File: config.mk
export PLATFORM = sky130hd
export DESIGN_NAME = isa_cycle_control
export DESIGN_NICKNAME = d
export VERILOG_FILES = /design/src/rtl/isa_cycle_pkg.sv /design/src/rtl/isa_cycle_control.sv
export VERILOG_INCLUDE_DIRS = /design/src /design/src/rtl
export SDC_FILE = /design/constraint.sdc
export NUM_CORES = 1
export LEC_CHECK = 0
export ABC_AREA = 1
export BUFFER_PORTS_ARGS = -buffer_cell sky130_fd_sc_hd__buf_4
export CORE_MARGIN = 5
export CORE_UTILIZATION = 30
export DETAILED_ROUTE_END_ITERATION = 8
export GPL_TIMING_DRIVEN = 1
export PLACE_DENSITY_LB_ADDON = 0.25
export SYNTH_ARGS = -nofsm -noshare
export SYNTH_HDL_FRONTEND = slang
export SYNTH_SLANG_ARGS = --single-unit
File: constraint.sdc
create_clock -name hclk -period 1.8 [get_ports hclk]
set_clock_uncertainty 0.05 [all_clocks]
set_input_delay 0 -clock hclk [delete_from_list [all_inputs] [get_ports hclk]]
set_output_delay 0 -clock hclk [all_outputs]
set_load 0.05 [all_outputs]
File: src/rtl/isa_cycle_consts.svh
// Purpose: offsets, field positions, reset values and counts of the isa cycle controller
// Assumes: 32-bit ahb-lite word per register
// Notes: printed indices are not all multiples of four, so byte address is four times index
`ifndef ISA_CYCLE_CONSTS_SVH
`define ISA_CYCLE_CONSTS_SVH
`define BCG_MODE_INDEX 8'h01
`define EXP_BUS_MODE_INDEX 8'h34
`define BUS_CTRL_INDEX 8'h3c
`define BCG_MODE_ADDR 10'h004
`define EXP_BUS_MODE_ADDR 10'h0d0
`define BUS_CTRL_ADDR 10'h0f0
`define BCG_MODE_RESET 8'h22
`define EXP_BUS_MODE_RESET 8'h00
`define BUS_CTRL_RESET 8'h00
`define DIV_LSB 0
`define OSC_LSB 5
`define MODE_LSB 6
`define CTRL_IOCS16_EN 0
`define CTRL_MEMCS16_EN 1
`define CTRL_ROM_OE 2
`define CTRL_CARD_PWR 3
`define CTRL_BHE_OUT 4
`define CTRL_CLK_OUT 5
`define CYCLE_STATES 4'h3
`endif

File: src/rtl/isa_cycle_pkg.sv
// Purpose: types shared by the isa cycle controller
// Assumes: nothing
// Notes: carriers for the cpu request and isa pin groups
package isa_cycle_pkg;
    typedef enum logic [1:0] {
        clk_stop = 2'b00,
        clk_sync = 2'b01,
        clk_stretch = 2'b10
    } clk_mode_t;
    typedef enum logic [2:0] {
        st_idle = 3'b000,
        st_align = 3'b001,
        st_lead = 3'b011,
        st_cmd = 3'b010,
        st_done = 3'b110
    } isa_state_t;
    typedef struct packed {
        logic valid;
        logic write;
        logic is_io;
        logic is_ram;
        logic is_rom;
        logic is_card;
        logic wide;
        logic [19:0] addr;
        logic [15:0] wdata;
    } cpu_req_t;
    typedef struct packed {
        logic mem_read_strobe_n;
        logic mem_write_strobe_n;
        logic io_read_strobe_n;
        logic io_write_strobe_n;
        logic bhe_n;
        logic sysclk;
    } isa_cmd_t;
endpackage : isa_cycle_pkg

File: src/rtl/isa_cycle_control.sv
// Purpose: steers cpu cycles to system memory or isa, sizes and times isa cycles
// Assumes: one clock hclk (processor clock); isa pins synchronous to it
// Notes: cs16 inputs are active low and iochrdy is active high; strobes are active low
`timescale 1ns/1ns
`include "isa_cycle_consts.svh"
// Function
// - system ram/rom hits run a memory cycle; anything else runs an isa cycle
// - memory strobes stay inactive on every system ram access
// - read strobe may act as rom output enable; card cycles may use both strobes
// - card strobes on gpio float while the card slot is unpowered
// - 16-bit io needs iocs16 enabled; 16-bit memory needs memcs16 enabled
// - 16-bit request without cs16 answer becomes two byte transfers
// - cs16 answer from the peripheral gives one 16-bit transfer
// - gpio may output byte high enable and the bus clock
// - isa cycles are timed from bus clock at half, third or quarter rate
// - divisor field bits 1:0 pick divide by 4, 3, 2; default 2
// - oscillator divisor bits 6:5 pick crystal divide 1 to 4; default 2
// - mode bits 7:6 pick stop, sync or stretch; default stop
// - stop mode runs the bus clock only during an isa cycle
// - sync mode runs freely; cycle waits for phase start, at most four clocks
// - stretch mode holds the current clock phase until the cycle starts
// - memcs16 counts only if enabled and low before the second cycle state
// - split transfers go even byte first, odd byte second
// - iochrdy adds waits on isa cycles only, never on system memory
module isa_cycle_control (
    input wire logic hclk,
    input wire logic hresetn,
    input wire logic hsel,
    input wire logic [31:0] haddr,
    input wire logic [1:0] htrans,
    input wire logic hwrite,
    input wire logic [2:0] hsize,
    input wire logic [31:0] hwdata,
    input wire logic hready,
    output logic [31:0] hrdata,
    output logic hreadyout,
    output logic hresp,
    input wire isa_cycle_pkg::cpu_req_t cpu_req,
    output logic cpu_done,
    output logic [15:0] cpu_rdata,
    output logic sysmem_start,
    input wire logic iocs16_n,
    input wire logic memcs16_n,
    input wire logic iochrdy,
    input wire logic [15:0] data_in,
    output logic [15:0] data_out,
    output logic data_oe_n,
    output logic [19:0] isa_addr,
    output isa_cycle_pkg::isa_cmd_t isa_cmd,
    output logic rom_oe_n,
    output logic card_strobe_oe_n,
    output logic gpio_bhe_n,
    output logic gpio_sysclk,
    output logic [1:0] oscillator_divisor
);
    // ------------------------------------------------------------
    // register bus
    // ------------------------------------------------------------
    logic [7:0] bcg_mode;
    logic [7:0] expansion_bus_mode;
    logic [7:0] bus_ctrl;
    logic wr_pend;
    logic [9:0] wr_addr;
    logic [1:0] bus_clock_divisor;
    isa_cycle_pkg::clk_mode_t bus_clock_mode;
    isa_cycle_pkg::isa_state_t state;

    assign hreadyout = 1'b1;
    assign hresp = 1'b0;

    // capture write address phase, data follows next cycle
    always_ff @(posedge hclk or negedge hresetn) begin
        if (!hresetn) begin
            wr_pend <= 1'b0;
            wr_addr <= 10'h000;
        end else if (hready) begin
            wr_pend <= hsel && htrans[1] && hwrite && (hsize == 3'h2);
            wr_addr <= haddr[9:0];
        end
    end

    // register write; unmapped addresses are ignored
    always_ff @(posedge hclk or negedge hresetn) begin
        if (!hresetn) begin
            bcg_mode <= `BCG_MODE_RESET;
            expansion_bus_mode <= `EXP_BUS_MODE_RESET;
            bus_ctrl <= `BUS_CTRL_RESET;
        end else if (wr_pend) begin
            case (wr_addr)
                `BCG_MODE_ADDR: bcg_mode <= hwdata[7:0];
                `EXP_BUS_MODE_ADDR: expansion_bus_mode <= hwdata[7:0];
                `BUS_CTRL_ADDR: bus_ctrl <= hwdata[7:0];
                default: ;
            endcase
        end
    end

    // read data registered; unmapped reads as zero; low bit 31..8 zero
    always_ff @(posedge hclk or negedge hresetn) begin
        if (!hresetn) begin
            hrdata <= 32'h0000_0000;
        end else if (hready && hsel && htrans[1] && !hwrite) begin
            case (haddr[9:0])
                `BCG_MODE_ADDR: hrdata <= {24'h000000, bcg_mode};
                `EXP_BUS_MODE_ADDR: hrdata <= {24'h000000, expansion_bus_mode};
                `BUS_CTRL_ADDR: hrdata <= {24'h000000, state, bus_ctrl[4:0]};
                default: hrdata <= 32'h0000_0000;
            endcase
        end
    end

    assign oscillator_divisor = bcg_mode[`OSC_LSB +: 2];

    // ------------------------------------------------------------
    // bus clock generator
    // ------------------------------------------------------------
    logic [1:0] phase_cnt;
    logic [1:0] div_last;
    logic [1:0] low_from;
    logic sysclk;
    logic sys_edge;
    logic clk_run;
    logic hold_phase;

    // settings latched only while idle so a running cycle keeps its timing
    always_ff @(posedge hclk or negedge hresetn) begin
        if (!hresetn) begin
            bus_clock_divisor <= 2'b10;
            bus_clock_mode <= isa_cycle_pkg::clk_stop;
        end else if (state == isa_cycle_pkg::st_idle && !cpu_req.valid) begin
            bus_clock_divisor <= bcg_mode[`DIV_LSB +: 2];
            bus_clock_mode <= isa_cycle_pkg::clk_mode_t'(expansion_bus_mode[`MODE_LSB +: 2]);
        end
    end

    // reserved divisor code behaves as divide by two
    always_comb begin
        case (bus_clock_divisor)
            2'b00: div_last = 2'd3;
            2'b01: div_last = 2'd2;
            default: div_last = 2'd1;
        endcase
        low_from = (div_last == 2'd2) ? 2'd1 : ((div_last == 2'd3) ? 2'd2 : 2'd1);
    end

    assign clk_run = (bus_clock_mode != isa_cycle_pkg::clk_stop) ||
                     (state != isa_cycle_pkg::st_idle && state != isa_cycle_pkg::st_align);
    assign hold_phase = (bus_clock_mode == isa_cycle_pkg::clk_stretch) &&
                        (state == isa_cycle_pkg::st_align);
    assign sys_edge = clk_run && !hold_phase && (phase_cnt == div_last);

    // phase counter; stop mode parks it at the cycle boundary
    always_ff @(posedge hclk or negedge hresetn) begin
        if (!hresetn) begin
            phase_cnt <= 2'd0;
        end else if (!clk_run || hold_phase) begin
            phase_cnt <= hold_phase ? phase_cnt : 2'd0;
        end else if (phase_cnt == div_last) begin
            phase_cnt <= 2'd0;
        end else begin
            phase_cnt <= phase_cnt + 2'd1;
        end
    end

    // the bus clock flop lives in the isa_cmd process so the struct has one driver
    assign sysclk = isa_cmd.sysclk;

    assign gpio_sysclk = bus_ctrl[`CTRL_CLK_OUT] ? sysclk : 1'b0;

    // ------------------------------------------------------------
    // cycle sequencer
    // ------------------------------------------------------------
    logic [3:0] st_cnt;
    logic wide_now;
    logic odd_half;
    logic split;
    logic [15:0] rdata_acc;
    logic is_wide_req;
    logic isa_hit;
    logic cmd_on;

    assign isa_hit = cpu_req.valid && !cpu_req.is_ram && !cpu_req.is_rom;
    assign sysmem_start = (state == isa_cycle_pkg::st_idle) && cpu_req.valid &&
                          (cpu_req.is_ram || cpu_req.is_rom);
    assign is_wide_req = cpu_req.wide && !cpu_req.addr[0];

    // sequencing of align, lead, command and split halves
    always_ff @(posedge hclk or negedge hresetn) begin
        if (!hresetn) begin
            state <= isa_cycle_pkg::st_idle;
            st_cnt <= 4'h0;
            wide_now <= 1'b0;
            odd_half <= 1'b0;
            split <= 1'b0;
        end else begin
            case (state)
                isa_cycle_pkg::st_idle: begin
                    odd_half <= 1'b0;
                    split <= 1'b0;
                    wide_now <= 1'b0;
                    if (isa_hit) begin
                        state <= isa_cycle_pkg::st_align;
                    end
                end
                isa_cycle_pkg::st_align: begin
                    // sync mode waits for the boundary, at most a full period
                    if (bus_clock_mode != isa_cycle_pkg::clk_sync || sys_edge) begin
                        state <= isa_cycle_pkg::st_lead;
                        st_cnt <= 4'h0;
                    end
                end
                isa_cycle_pkg::st_lead: begin
                    if (sys_edge) begin
                        // sample before second state begins
                        if (cpu_req.is_io) begin
                            wide_now <= is_wide_req && !odd_half && bus_ctrl[`CTRL_IOCS16_EN] &&
                                        !iocs16_n;
                        end else begin
                            wide_now <= is_wide_req && !odd_half && bus_ctrl[`CTRL_MEMCS16_EN] &&
                                        !memcs16_n;
                        end
                        state <= isa_cycle_pkg::st_cmd;
                        st_cnt <= 4'h1;
                    end
                end
                isa_cycle_pkg::st_cmd: begin
                    if (sys_edge) begin
                        if (st_cnt >= `CYCLE_STATES - 4'h1 && iochrdy) begin
                            state <= isa_cycle_pkg::st_done;
                        end else if (st_cnt < `CYCLE_STATES) begin
                            st_cnt <= st_cnt + 4'h1;
                        end
                    end
                end
                isa_cycle_pkg::st_done: begin
                    if (is_wide_req && !wide_now && !odd_half) begin
                        odd_half <= 1'b1;
                        split <= 1'b1;
                        state <= isa_cycle_pkg::st_align;
                    end else begin
                        state <= isa_cycle_pkg::st_idle;
                    end
                end
                default: state <= isa_cycle_pkg::st_idle;
            endcase
        end
    end

    assign cmd_on = (state == isa_cycle_pkg::st_cmd);

    // address, data and read capture from flops
    always_ff @(posedge hclk or negedge hresetn) begin
        if (!hresetn) begin
            isa_addr <= 20'h00000;
            data_out <= 16'h0000;
            data_oe_n <= 1'b1;
            rdata_acc <= 16'h0000;
        end else begin
            isa_addr <= {cpu_req.addr[19:1], cpu_req.addr[0] | odd_half};
            data_out <= (odd_half && !cpu_req.addr[0]) ? {cpu_req.wdata[15:8], cpu_req.wdata[15:8]}
                                                       : cpu_req.wdata;
            data_oe_n <= !(state != isa_cycle_pkg::st_idle && cpu_req.write);
            if (state == isa_cycle_pkg::st_cmd && sys_edge && iochrdy) begin
                if (wide_now || !is_wide_req) begin
                    rdata_acc <= data_in;
                end else if (!odd_half) begin
                    rdata_acc[7:0] <= data_in[7:0];
                end else begin
                    rdata_acc[15:8] <= data_in[7:0];
                end
            end
        end
    end

    assign cpu_rdata = rdata_acc;
    assign cpu_done = (state == isa_cycle_pkg::st_done) && !(is_wide_req && !wide_now && !odd_half);

    // strobes and bus clock; memory strobes never on a ram access
    // bus clock is high for the first part of the period, low for the rest
    always_ff @(posedge hclk or negedge hresetn) begin
        if (!hresetn) begin
            isa_cmd.mem_read_strobe_n <= 1'b1;
            isa_cmd.mem_write_strobe_n <= 1'b1;
            isa_cmd.io_read_strobe_n <= 1'b1;
            isa_cmd.io_write_strobe_n <= 1'b1;
            isa_cmd.bhe_n <= 1'b1;
            isa_cmd.sysclk <= 1'b0;
            rom_oe_n <= 1'b1;
        end else begin
            isa_cmd.mem_read_strobe_n <= !(cmd_on && !cpu_req.is_io && !cpu_req.write);
            isa_cmd.mem_write_strobe_n <= !(cmd_on && !cpu_req.is_io && cpu_req.write);
            isa_cmd.io_read_strobe_n <= !(cmd_on && cpu_req.is_io && !cpu_req.write);
            isa_cmd.io_write_strobe_n <= !(cmd_on && cpu_req.is_io && cpu_req.write);
            isa_cmd.bhe_n <= !((is_wide_req && !split) || odd_half || cpu_req.addr[0]);
            rom_oe_n <= !(bus_ctrl[`CTRL_ROM_OE] && sysmem_start && cpu_req.is_rom &&
                          !cpu_req.write);
            isa_cmd.sysclk <= clk_run && (phase_cnt < low_from);
        end
    end

    assign gpio_bhe_n = bus_ctrl[`CTRL_BHE_OUT] ? isa_cmd.bhe_n : 1'b1;
    assign card_strobe_oe_n = !bus_ctrl[`CTRL_CARD_PWR];

    // ------------------------------------------------------------
    // checks
    // ------------------------------------------------------------
    ram_no_strobe_a: assert property (@(posedge hclk) disable iff (!hresetn)
        sysmem_start |-> ##1 isa_cmd.mem_read_strobe_n && isa_cmd.mem_write_strobe_n)
        else $error("memory strobe on system memory");
    card_float_a: assert property (@(posedge hclk) disable iff (!hresetn)
        !bus_ctrl[`CTRL_CARD_PWR] |-> card_strobe_oe_n)
        else $error("card strobes driven while unpowered");
    route_sys_a: assert property (@(posedge hclk) disable iff (!hresetn)
        (state == isa_cycle_pkg::st_idle && cpu_req.valid && cpu_req.is_ram) |=>
        state == isa_cycle_pkg::st_idle)
        else $error("isa cycle for system ram");
    route_isa_a: assert property (@(posedge hclk) disable iff (!hresetn)
        (state == isa_cycle_pkg::st_idle && isa_hit) |=> state == isa_cycle_pkg::st_align)
        else $error("no isa cycle for expansion access");
    io_narrow_a: assert property (@(posedge hclk) disable iff (!hresetn)
        (state == isa_cycle_pkg::st_cmd && cpu_req.is_io && !bus_ctrl[`CTRL_IOCS16_EN]) |->
        !wide_now)
        else $error("wide io without iocs16 enabled");
    split_odd_a: assert property (@(posedge hclk) disable iff (!hresetn)
        (state == isa_cycle_pkg::st_done && is_wide_req && !wide_now && !odd_half) |=>
        odd_half && state == isa_cycle_pkg::st_align)
        else $error("narrow answer not split");
    stop_clock_a: assert property (@(posedge hclk) disable iff (!hresetn)
        (bus_clock_mode == isa_cycle_pkg::clk_stop && state == isa_cycle_pkg::st_idle) |->
        !sys_edge)
        else $error("bus clock runs while stopped");
    sync_wait_a: assert property (@(posedge hclk) disable iff (!hresetn)
        (state == isa_cycle_pkg::st_align && bus_clock_mode == isa_cycle_pkg::clk_sync) |->
        ##[0:4] state != isa_cycle_pkg::st_align)
        else $error("sync alignment over four clocks");
    ready_wait_a: assert property (@(posedge hclk) disable iff (!hresetn)
        (state == isa_cycle_pkg::st_cmd && !iochrdy) |=> state != isa_cycle_pkg::st_done)
        else $error("cycle ended while not ready");
    wide_cover_c: cover property (@(posedge hclk) state == isa_cycle_pkg::st_done && wide_now);
    split_cover_c: cover property (@(posedge hclk) cpu_done && split);
    stretch_cover_c: cover property (@(posedge hclk) hold_phase);
endmodule : isa_cycle_control

==> results_tabular.tex, run 1 <==
\begin{tabular}{lr}
\hline
Metric & Value \\
\hline
\multicolumn{2}{l}{\textbf{Outcome}} \\
Outcome & finished clean \\
\multicolumn{2}{l}{\textbf{CTS}} \\
H-tree Lvls & 4 \\
Clock tree from TritonCTS & built \\
CTS Buf Count & 17 \\
Cell chosen for the clock root & sky130\_fd\_sc\_hd\_\_clkbuf\_16 \\
Reg clk slew, reported paths & 50 ps \\
Worst-skew pair later-pin latency & 410 ps \\
Number of buffers between clock root and the deepest sink & 2 \\
Number of clock sinks & 116 \\
\multicolumn{2}{l}{\textbf{Critical path}} \\
Reg2reg start & state[1]\$\_DFFE\_PN0P\_ \\
Critical-path maximum fanout & 2 \\
CP max stage delay & 580 ps \\
Length in cells of the worst reg-to-reg path & 8 \\
Worst r2r dst & cpu\_rdata[0]\$\_DFFE\_PN0P\_ \\
CP Capture Type & flop \\
CP endpoint & wr\_addr[0]\$\_DFFE\_PN0P\_ \\
Required time of the critical path & 2030 ps \\
Data arrival at the endpoint of the critical path & 1920 ps \\
Classification of the worst setup path & in2reg \\
Kind of cell adding the most delay to the critical path & buffers and inverters \\
Setup slack of the most critical reg-to-reg path & 170 ps \\
Worst setup path startpoint & haddr[0] \\
Critical path buffers and inverters & 4 \\
CP most frequent cell & sky130\_fd\_sc\_hd\_\_dlygate4sd3\_1 \\
Critical-path top delay cell & sky130\_fd\_sc\_hd\_\_dlygate4sd3\_1 \\
Cells along the critical path & dlygate4sd3\_1 -> buf\_4 -> nand2\_1 -> dlygate4sd3\_1 -> o21ai\_0 -> dlygate4sd3\_1 \\
Startpoint type of the worst setup path & primary input \\
Count of cell instances traversed by the critical path & 6 \\
\multicolumn{2}{l}{\textbf{Worst hold path}} \\
Kind of path behind the tightest hold check & in2reg \\
\multicolumn{2}{l}{\textbf{Cells and area}} \\
Number of nets in the final layout & 931 \\
Utilization of the core after routing & 48.2\% \\
Post-Layout Inst Area & 0.00799 mm2 \\
Number of antenna diodes & 0 \\
Number of filler cells placed in the layout & 1535 \\
Area added between synthesis and finish & 57.6\% \\
Layout cell share with drive strength beyond 1 & 32.3\% \\
\multicolumn{2}{l}{\textbf{Power and ir drop}} \\
Worst vdd ir & 0.739 mV \\
Leakage power & 3.99 nW \\
Final Power & 9.33 mW \\
Power density cells & 1170 mW/mm2 \\
\multicolumn{2}{l}{\textbf{Global routing}} \\
Number of global-route vias before repair & 4479 \\
Number of antenna violations at the first check in global routing & 0 \\
Global-route wire length before repair & 22500 um \\
Met1 capacity usage during global routing & 17.3\% \\
Met2 Use GR & 24.3\% \\
Remaining Overflow, GRT & 0 \\
M3 GR Usage & 4.70\% \\
Tot GR Track Use & 14.3\% \\
Busiest grt layer & met2 \\
Maximum number of pins on one net before global-route repair & 71 \\
\multicolumn{2}{l}{\textbf{Yosys}} \\
Synthesized instance count & 523 \\
Seq/Total Area, Yosys & 57.5\% \\
Top flip-flop cell by instance count after synthesis & sky130\_fd\_sc\_hd\_\_dfrtp\_1 \\
Ys Warns & 0 \\
Share of the synthesized area in the top cell type & 52.3\% \\
Cells taking the most area after synthesis & sky130\_fd\_sc\_hd\_\_dfrtp\_1 (52\%), sky130\_fd\_sc\_hd\_\_nand2\_1 (8.5\%), sky130\_fd\_sc\_hd\_\_dfstp\_2 (5.2\%), sky130\_fd\_sc\_hd\_\_buf\_4 (4.4\%), sky130\_fd\_sc\_hd\_\_inv\_1 (3.9\%) \\
Mean instance size in the synthesized netlist & 9.69 um2 \\
Count of distinct cell types in the synthesized netlist & 37 \\
Number of enable-type register cells in the synthesized netlist & 0 \\
Total standard cell area after synthesis & 0.00507 mm2 \\
Cell taking the most area after synthesis & sky130\_fd\_sc\_hd\_\_dfrtp\_1 \\
Flops \& latches, synth & 116 \\
Async set-reset flop share out of synthesis & 100\% \\
\multicolumn{2}{l}{\textbf{Placed design}} \\
Count of buffers from port buffering & 162 \\
Placer congestion estimate & 0.840 \\
Area of placed instances & 0.00644 mm2 \\
Post-detailed-placement half-perimeter wirelength & 9940 um \\
\multicolumn{2}{l}{\textbf{Drt}} \\
Detailed-route vias per instance & 4.34 \\
DRC Markers & 0 \\
Number of DRC violations after detailed-routing iteration 0 & 167 \\
Routed wire length & 13900 um \\
Vias & 4452 \\
Wirelength per Cell & 13.6 um \\
Number of detailed-route iterations in the first pass & 4 \\
Antenna violation net count after detailed routing & 0 \\
\multicolumn{2}{l}{\textbf{Floorplan}} \\
Total core area & 0.0166 mm2 \\
I/O pin cnt & 237 \\
Rows & 47 \\
Initial Util & 30.6\% \\
Die X-Extent & 140 um \\
Die area & 0.0196 mm2 \\
Chip height & 140 um \\
\multicolumn{2}{l}{\textbf{Timing}} \\
Number of failing setup endpoints in the final timing report & 0 \\
Aggregate negative setup slack & 0 ps \\
Max-Slew Margin vs Limit & 56.3\% \\
Worst Tran Pin Value & 652 ps \\
Max Slew Vio Count & 0 \\
Crit share post-route & 93.9\% \\
Achievable clock frequency & 591 MHz \\
Final Critical Period & 1690 ps \\
Endpoints failing hold & 0 \\
Setup repair after global routing missed its margin & true \\
\multicolumn{2}{l}{\textbf{Flow run}} \\
Max-cap check violation count & 0 \\
\hline
\end{tabular}
through the flow:
step | worst slack (ps) | hold WS [ps] | cells
2_1_floorplan | 6.97 | -346 | 547
3_3_place_gp | 205 | -10.7 | 895
3_5_place_dp | 194 | -7.00 | 895
4_1_cts | 21.5 | 7.42 | 1024
5_1_grt | -18.4 | 42.6 | 1025
6_report | 109 | 25.8 | 1025
layout make-up:
type,instances,area (um2),area share (%)
clock buffer,28,537,6.72
clock inverter,4,20.0,0.251
timing repair buffer,267,2260,28.3
tap,220,275,3.45
sequential,116,2920,36.5
multi-input combinational,333,1760,22.0
inverter,57,216,2.71
layout by cell type, fill, tap and decap left out, drive strengths merged, types with 14 or more instances in the layout:
master       instances
a21oi               14
buf                170
conb                26
clkbuf              28
nand2              120
inv                 57
nand3               27
dfrtp              106
nand4               26
dlygate4sd3         97
nor2                38
o21ai               52
cells in the mapped netlist (2+ instances only):
| cell type | count |
|---|---|
| sky130_fd_sc_hd__nor2_1 | 32 |
| sky130_fd_sc_hd__nor2_2 | 3 |
| sky130_fd_sc_hd__nor3_1 | 6 |
| sky130_fd_sc_hd__o21ai_0 | 32 |
| sky130_fd_sc_hd__o21ai_2 | 17 |
| sky130_fd_sc_hd__conb_1 | 2 |
| sky130_fd_sc_hd__nand4_1 | 25 |
| sky130_fd_sc_hd__a21oi_1 | 14 |
| sky130_fd_sc_hd__inv_1 | 53 |
| sky130_fd_sc_hd__nor3b_1 | 2 |
| sky130_fd_sc_hd__nor3_2 | 2 |
| sky130_fd_sc_hd__nand3_1 | 25 |
| sky130_fd_sc_hd__nand2_1 | 115 |
| sky130_fd_sc_hd__mux2_2 | 9 |
| sky130_fd_sc_hd__o21ai_1 | 3 |
| sky130_fd_sc_hd__nand3_4 | 2 |
| sky130_fd_sc_hd__dfstp_2 | 10 |
| sky130_fd_sc_hd__inv_2 | 3 |
| sky130_fd_sc_hd__ha_1 | 3 |
| sky130_fd_sc_hd__buf_4 | 30 |
| sky130_fd_sc_hd__buf_6 | 2 |
| sky130_fd_sc_hd__clkbuf_1 | 6 |
| sky130_fd_sc_hd__nor2_4 | 3 |
| sky130_fd_sc_hd__nand2_4 | 2 |
| sky130_fd_sc_hd__nand2_2 | 3 |
| sky130_fd_sc_hd__buf_2 | 3 |
| sky130_fd_sc_hd__dfrtp_1 | 106 |
how the worst min path moves through the flow:
stage                        from                       to  slack [ps]  cells past startpoint
after detailed placement  hresetn   isa_addr[16]$_DFF_PN0_          -7                      2
final                        hsel    hrdata[2]$_DFFE_PN0P_          30                      7
after global placement    hresetn   isa_addr[16]$_DFF_PN0_         -10                      2
after floorplan           hresetn  bcg_mode[0]$_DFFE_PN0P_        -350                      0
after CTS                    hsel    hrdata[2]$_DFFE_PN0P_           7                      7
after global routing      iochrdy    st_cnt[0]$_DFFE_PN0P_          40                      6
worst reg2reg max path, stage by stage, from the launching register on:
cell	delay [ps]
sky130_fd_sc_hd__dfrtp_1	400
sky130_fd_sc_hd__inv_2	90
sky130_fd_sc_hd__buf_4	140
sky130_fd_sc_hd__nor2_2	110
sky130_fd_sc_hd__nand2_2	120
sky130_fd_sc_hd__nor2_4	160
sky130_fd_sc_hd__nand3_4	230
sky130_fd_sc_hd__nand2_1	150
sky130_fd_sc_hd__o21ai_2	60
layer usage:
metal  part of all wire [%]  wire, um  vias up
met3                    6.6       922       16
met4                    1.5       215        0
met2                     51      7130      135
li1                       -         -     2194
met5                      0         0        -
met1                     41      5640     2107
timing repair:
item	4_1_cts	5_1_grt
pin swaps	0	0
buffers inserted	0	1
resized for setup	2	3
endpoints found under the setup margin	1	1
hold endpoints to repair	218	0
hold buffers	97	0
cells by family after synthesis:
kind of cell | count (synthesis) | synth area share (%)
AND/OR/NAND/NOR | 224 | 21.2
XOR/XNOR | 1 | 0.173
flip-flops | 116 | 57.5
AO/OA/AOI/OAI | 70 | 8.37
buffers and inverters | 98 | 9.90
multiplexers | 9 | 2.00
adder cells (fa/ha/maj) | 3 | 0.740
other | 2 | 0.148
state kept, by name (all words and copies together), names as in the netlist, 4 cells and up:
register	cells
bus_ctrl	6
bcg_mode	8
wr_addr	10
data_out	16
hrdata	8
cpu_rdata	16
st_cnt	4
isa_addr	20
isa_cmd	5
expansion_bus_mode	8
power breakdown:
group / leakage (nW) / total [mW] / switching [mW] / internal, mW
logic: 2.38 / 3.03 / 2.00 / 1.03
registers: 1.32 / 3.19 / 0.228 / 2.96
clock network: 0.280 / 3.10 / 1.10 / 2.01
total: 3.99 / 9.33 / 3.33 / 6.00
Power figures use the tool's default switching activity.
==> inputs of run 2 (changes only) <==
Settings changed: CELL_PAD_IN_SITES_DETAIL_PLACEMENT set to 0, CELL_PAD_IN_SITES_GLOBAL_PLACEMENT set to 2, CORE_UTILIZATION 30 to 27, RECOVER_POWER set to 100.
==> run 2 against run 1 <==
  * Final cell count up 1.8%
  * Power up 2.9%
  * Utilization down 6.1 points
  * Register-to-register slack worse by 20 ps
  * Sequential share of layout area up 0.80 points
  * Flip-flop and latch count unchanged
  * Sequential power about the same
  * Maximum frequency up 0.41%
  * Global-route usage down 0.64 points
  * Highest routed layer unchanged
==> results_tabular.tex, run 2 (same netlist as run 1, synthesis figures left out) <==
\begin{tabular}{lr}
\hline
Metric & Value \\
\hline
\multicolumn{2}{l}{\textbf{Cells and area}} \\
Largest Register & isa\_addr \\
Number of antenna diodes & 0 (unchanged) \\
Number of nets in the final layout & 936 (+0.54\%) \\
Commonest cells after routing, fill and taps aside & sky130\_fd\_sc\_hd\_\_nand2\_1 (117), sky130\_fd\_sc\_hd\_\_dfrtp\_1 (106), sky130\_fd\_sc\_hd\_\_dlygate4sd3\_1 (99), sky130\_fd\_sc\_hd\_\_clkbuf\_1 (79), sky130\_fd\_sc\_hd\_\_buf\_4 (59) \\
Utilization of the core after routing & 42.0\% (-6.1 points) \\
Post-route insts no fill & 1043 (+1.8\%) \\
Max FFs per register & 20 (unchanged) \\
Most common library cell in the layout ignoring fill and taps & sky130\_fd\_sc\_hd\_\_nand2\_1 \\
Number of filler cells placed in the layout & 1905 (+24\%) \\
Layout cell share with drive strength beyond 1 & 22.4\% (-9.9 points) \\
Area added between synthesis and finish & 54.1\% \\
\multicolumn{2}{l}{\textbf{Drt}} \\
Antenna violation net count after detailed routing & 0 (unchanged) \\
Uppermost metal layer occupied by signal nets & met4 \\
Number of DRC violations after detailed-routing iteration 0 & 154 (-7.8\%) \\
Number of detailed-route iterations in the first pass & 4 (unchanged) \\
DRC Markers & 0 (unchanged) \\
Total met3 wirelength after detailed routing & 931 um (+0.98\%) \\
Wirelength per Cell & 13.8 um (+1.7\%) \\
Detailed-route vias per instance & 4.22 (-2.8\%) \\
Routed wire length & 14400 um (+3.4\%) \\
Vias & 4402 (-1.1\%) \\
Routed length on met1 & 5890 um (+4.4\%) \\
WL met2 & 7350 um (+3.2\%) \\
\multicolumn{2}{l}{\textbf{Timing}} \\
Final Critical Period & 1680 ps (-6.94 ps) \\
Achievable clock frequency & 594 MHz (+0.41\%) \\
Worst Tran Pin Value & 927 ps (+274 ps) \\
Endpoints failing hold & 0 (unchanged) \\
Aggregate negative setup slack & 0 ps (unchanged) \\
Number of failing setup endpoints in the final timing report & 0 (unchanged) \\
Setup repair after global routing missed its margin & false \\
Crit share post-route & 93.6\% (-0.39 points) \\
Worst hold slack after final layout & 69.1 ps (+43.3 ps) \\
Max-Slew Margin vs Limit & 38.2\% (-18 points) \\
Max Slew Vio Count & 0 (unchanged) \\
\multicolumn{2}{l}{\textbf{Critical path}} \\
Kind of cell adding the most delay to the critical path & buffers and inverters \\
Startpoint type of the worst setup path & primary input \\
Reg2reg start & bus\_clock\_divisor[1]\$\_DFFE\_PN1P\_ \\
Critical-path maximum fanout & 2 (unchanged) \\
Critical path buffers and inverters & 4 (unchanged) \\
CP max stage delay & 560 ps (-20 ps) \\
Critical-path top delay cell & sky130\_fd\_sc\_hd\_\_dlygate4sd3\_1 \\
CP Capture Type & flop \\
Required time of the critical path & 2040 ps (about the same) \\
Worst setup path startpoint & hwrite \\
CP most frequent cell & sky130\_fd\_sc\_hd\_\_dlygate4sd3\_1 \\
Length in cells of the worst reg-to-reg path & 9 (+1) \\
Data arrival at the endpoint of the critical path & 1930 ps (about the same) \\
Cells along the critical path & dlygate4sd3\_1 -> clkbuf\_1 -> nand4\_1 -> dlygate4sd3\_1 -> o21ai\_0 -> dlygate4sd3\_1 \\
Worst r2r dst & cpu\_rdata[3]\$\_DFFE\_PN0P\_ \\
Setup slack of the most critical reg-to-reg path & 150 ps (-20 ps) \\
Classification of the worst setup path & in2reg \\
\multicolumn{2}{l}{\textbf{Placed design}} \\
Count of buffers from port buffering & 162 (unchanged) \\
Cell total after placement & 913 (+2.0\%) \\
Post-detailed-placement half-perimeter wirelength & 10500 um (+5.9\%) \\
Placer congestion estimate & 0.729 (-13\%) \\
\multicolumn{2}{l}{\textbf{Power and ir drop}} \\
Power spent charging and discharging nets & 3.36 mW (+0.79\%) \\
Power density cells & 1230 mW/mm2 (+5.2\%) \\
Leakage power & 3.75 nW (-6.0\%) \\
Gate power share & 28.7\% (-3.8 points) \\
Switching portion of total power & 35.0\% (-0.72 points) \\
Worst vdd ir & 0.654 mV (-12\%) \\
Flop pwr share & 33.1\% (-1.1 points) \\
Cell-internal power & 6.24 mW (+4.0\%) \\
Clock network fraction of total power & 38.2\% (+4.9 points) \\
\multicolumn{2}{l}{\textbf{Worst hold path}} \\
Hold\_sp & iocs16\_n \\
Hold Crit Endpoint & wide\_now\$\_DFFE\_PN0P\_ \\
Worst Hold Depth & 6 (-1) \\
Kind of path behind the tightest hold check & in2reg \\
\multicolumn{2}{l}{\textbf{Global routing}} \\
Tot GR Track Use & 13.7\% (-0.64 points) \\
Number of global-route vias before repair & 4654 (+3.9\%) \\
Remaining Overflow, GRT & 0 (unchanged) \\
Global-route wire length before repair & 23400 um (+4.2\%) \\
Maximum number of pins on one net before global-route repair & 45 (-37\%) \\
Number of antenna violations at the first check in global routing & 0 (unchanged) \\
\multicolumn{2}{l}{\textbf{CTS}} \\
Clock tree from TritonCTS & built \\
Cell chosen for the clock root & sky130\_fd\_sc\_hd\_\_clkbuf\_16 \\
Number of clock sinks & 116 (unchanged) \\
H-tree Lvls & 4 (unchanged) \\
Number of buffers between clock root and the deepest sink & 2 (unchanged) \\
CTS Buf Count & 17 (unchanged) \\
Reg clk slew, reported paths & 50 ps (about the same) \\
Worst-skew pair later-pin latency & 410 ps (about the same) \\
\multicolumn{2}{l}{\textbf{Outcome}} \\
Outcome & finished clean \\
\multicolumn{2}{l}{\textbf{Floorplan}} \\
Rows & 50 (+6.4\%) \\
I/O pin cnt & 237 (unchanged) \\
Die X-Extent & 147 um (+5.0\%) \\
Die area & 0.0216 mm2 (+10\%) \\
Chip height & 147 um (+5.0\%) \\
Initial Util & 27.3\% (-3.3 points) \\
Total core area & 0.0186 mm2 (+12\%) \\
\multicolumn{2}{l}{\textbf{Flow run}} \\
Max-cap check violation count & 0 (unchanged) \\
\hline
\end{tabular}
-- run 2: cell types whose count changed in the layout (fill, tap and decap cells not counted), moves of 4 or more --
cell and change:
sky130_fd_sc_hd__buf_4 -109, sky130_fd_sc_hd__clkbuf_1 +75, sky130_fd_sc_hd__clkbuf_4 +33, sky130_fd_sc_hd__bufinv_16 +5, sky130_fd_sc_hd__clkbuf_8 -5, sky130_fd_sc_hd__clkbuf_2 +4, sky130_fd_sc_hd__o21ai_0 +4
-- run 2: stage by stage --
| stage | power, mW | setup WS, ps | cell area, um2 |
|---|---|---|---|
| floorplan | 5.23 | 6.97 | 5170 |
| global placement | 6.03 | 188 | 6500 |
| detailed placement | 6.07 | 183 | 6500 |
| CTS | 10.0 | 8.97 | 8130 |
| global route | 10.1 | 3.10 | 7810 |
| finish | 9.59 | 116 | 7810 |
-- run 2: worst max path at each step --
stage | end | slack (ps) | cells after the start
3_3_place_gp | cpu_rdata[0]$_DFFE_PN0P_ | 190 | 9
3_5_place_dp | cpu_rdata[3]$_DFFE_PN0P_ | 180 | 9
6_report | wr_pend$_DFFE_PN0P_ | 120 | 6
5_1_grt | sysmem_start | 3 | 6
4_1_cts | sysmem_start | 9 | 6
2_1_floorplan | rom_oe_n$_DFF_PN1_ | 7 | 6
-- run 2: tightest hold or removal path, delay by kind of cell --
kind                   cells  cell delay, ps
and+or+nand+nor            3             150
buffers and inverters      1              80
AOI/OAI and AO/OA          2             240
-- run 2: final cells by class --
class	instances	area (um2)	share of cell area (%)
timing repair buffer	272	2010	25.7
tap	234	293	3.75
clock inverter	9	176	2.26
multi-input combinational	333	1740	22.3
sequential	116	2920	37.3
clock buffer	22	464	5.94
inverter	57	214	2.74
-- run 2: power by group through the flow --
stage          sequential, mW  clock [mW]  combinational, mW
6_report                 3.17        3.67               2.76
2_1_floorplan            4.03           0               1.20
4_1_cts                  3.18        3.79               3.04
3_3_place_gp             3.21           0               2.82
5_1_grt                  3.21        3.90               3.00
3_5_place_dp             3.22           0               2.84
-- run 2: repair_timing --
item	4_1_cts	5_1_grt
endpoints found under the setup margin	0	1
hold buffers	99	0
setup buffers	0	0
endpoints found under the hold margin	216	0
resized for setup	0	1
-- run 2: routing by layer --
metal  GRT usage [%]  vias up
met5               0        -
met4            5.17        0
met3            4.81       16
met2            23.2      117
met1            16.0     2078
li1                -     2191
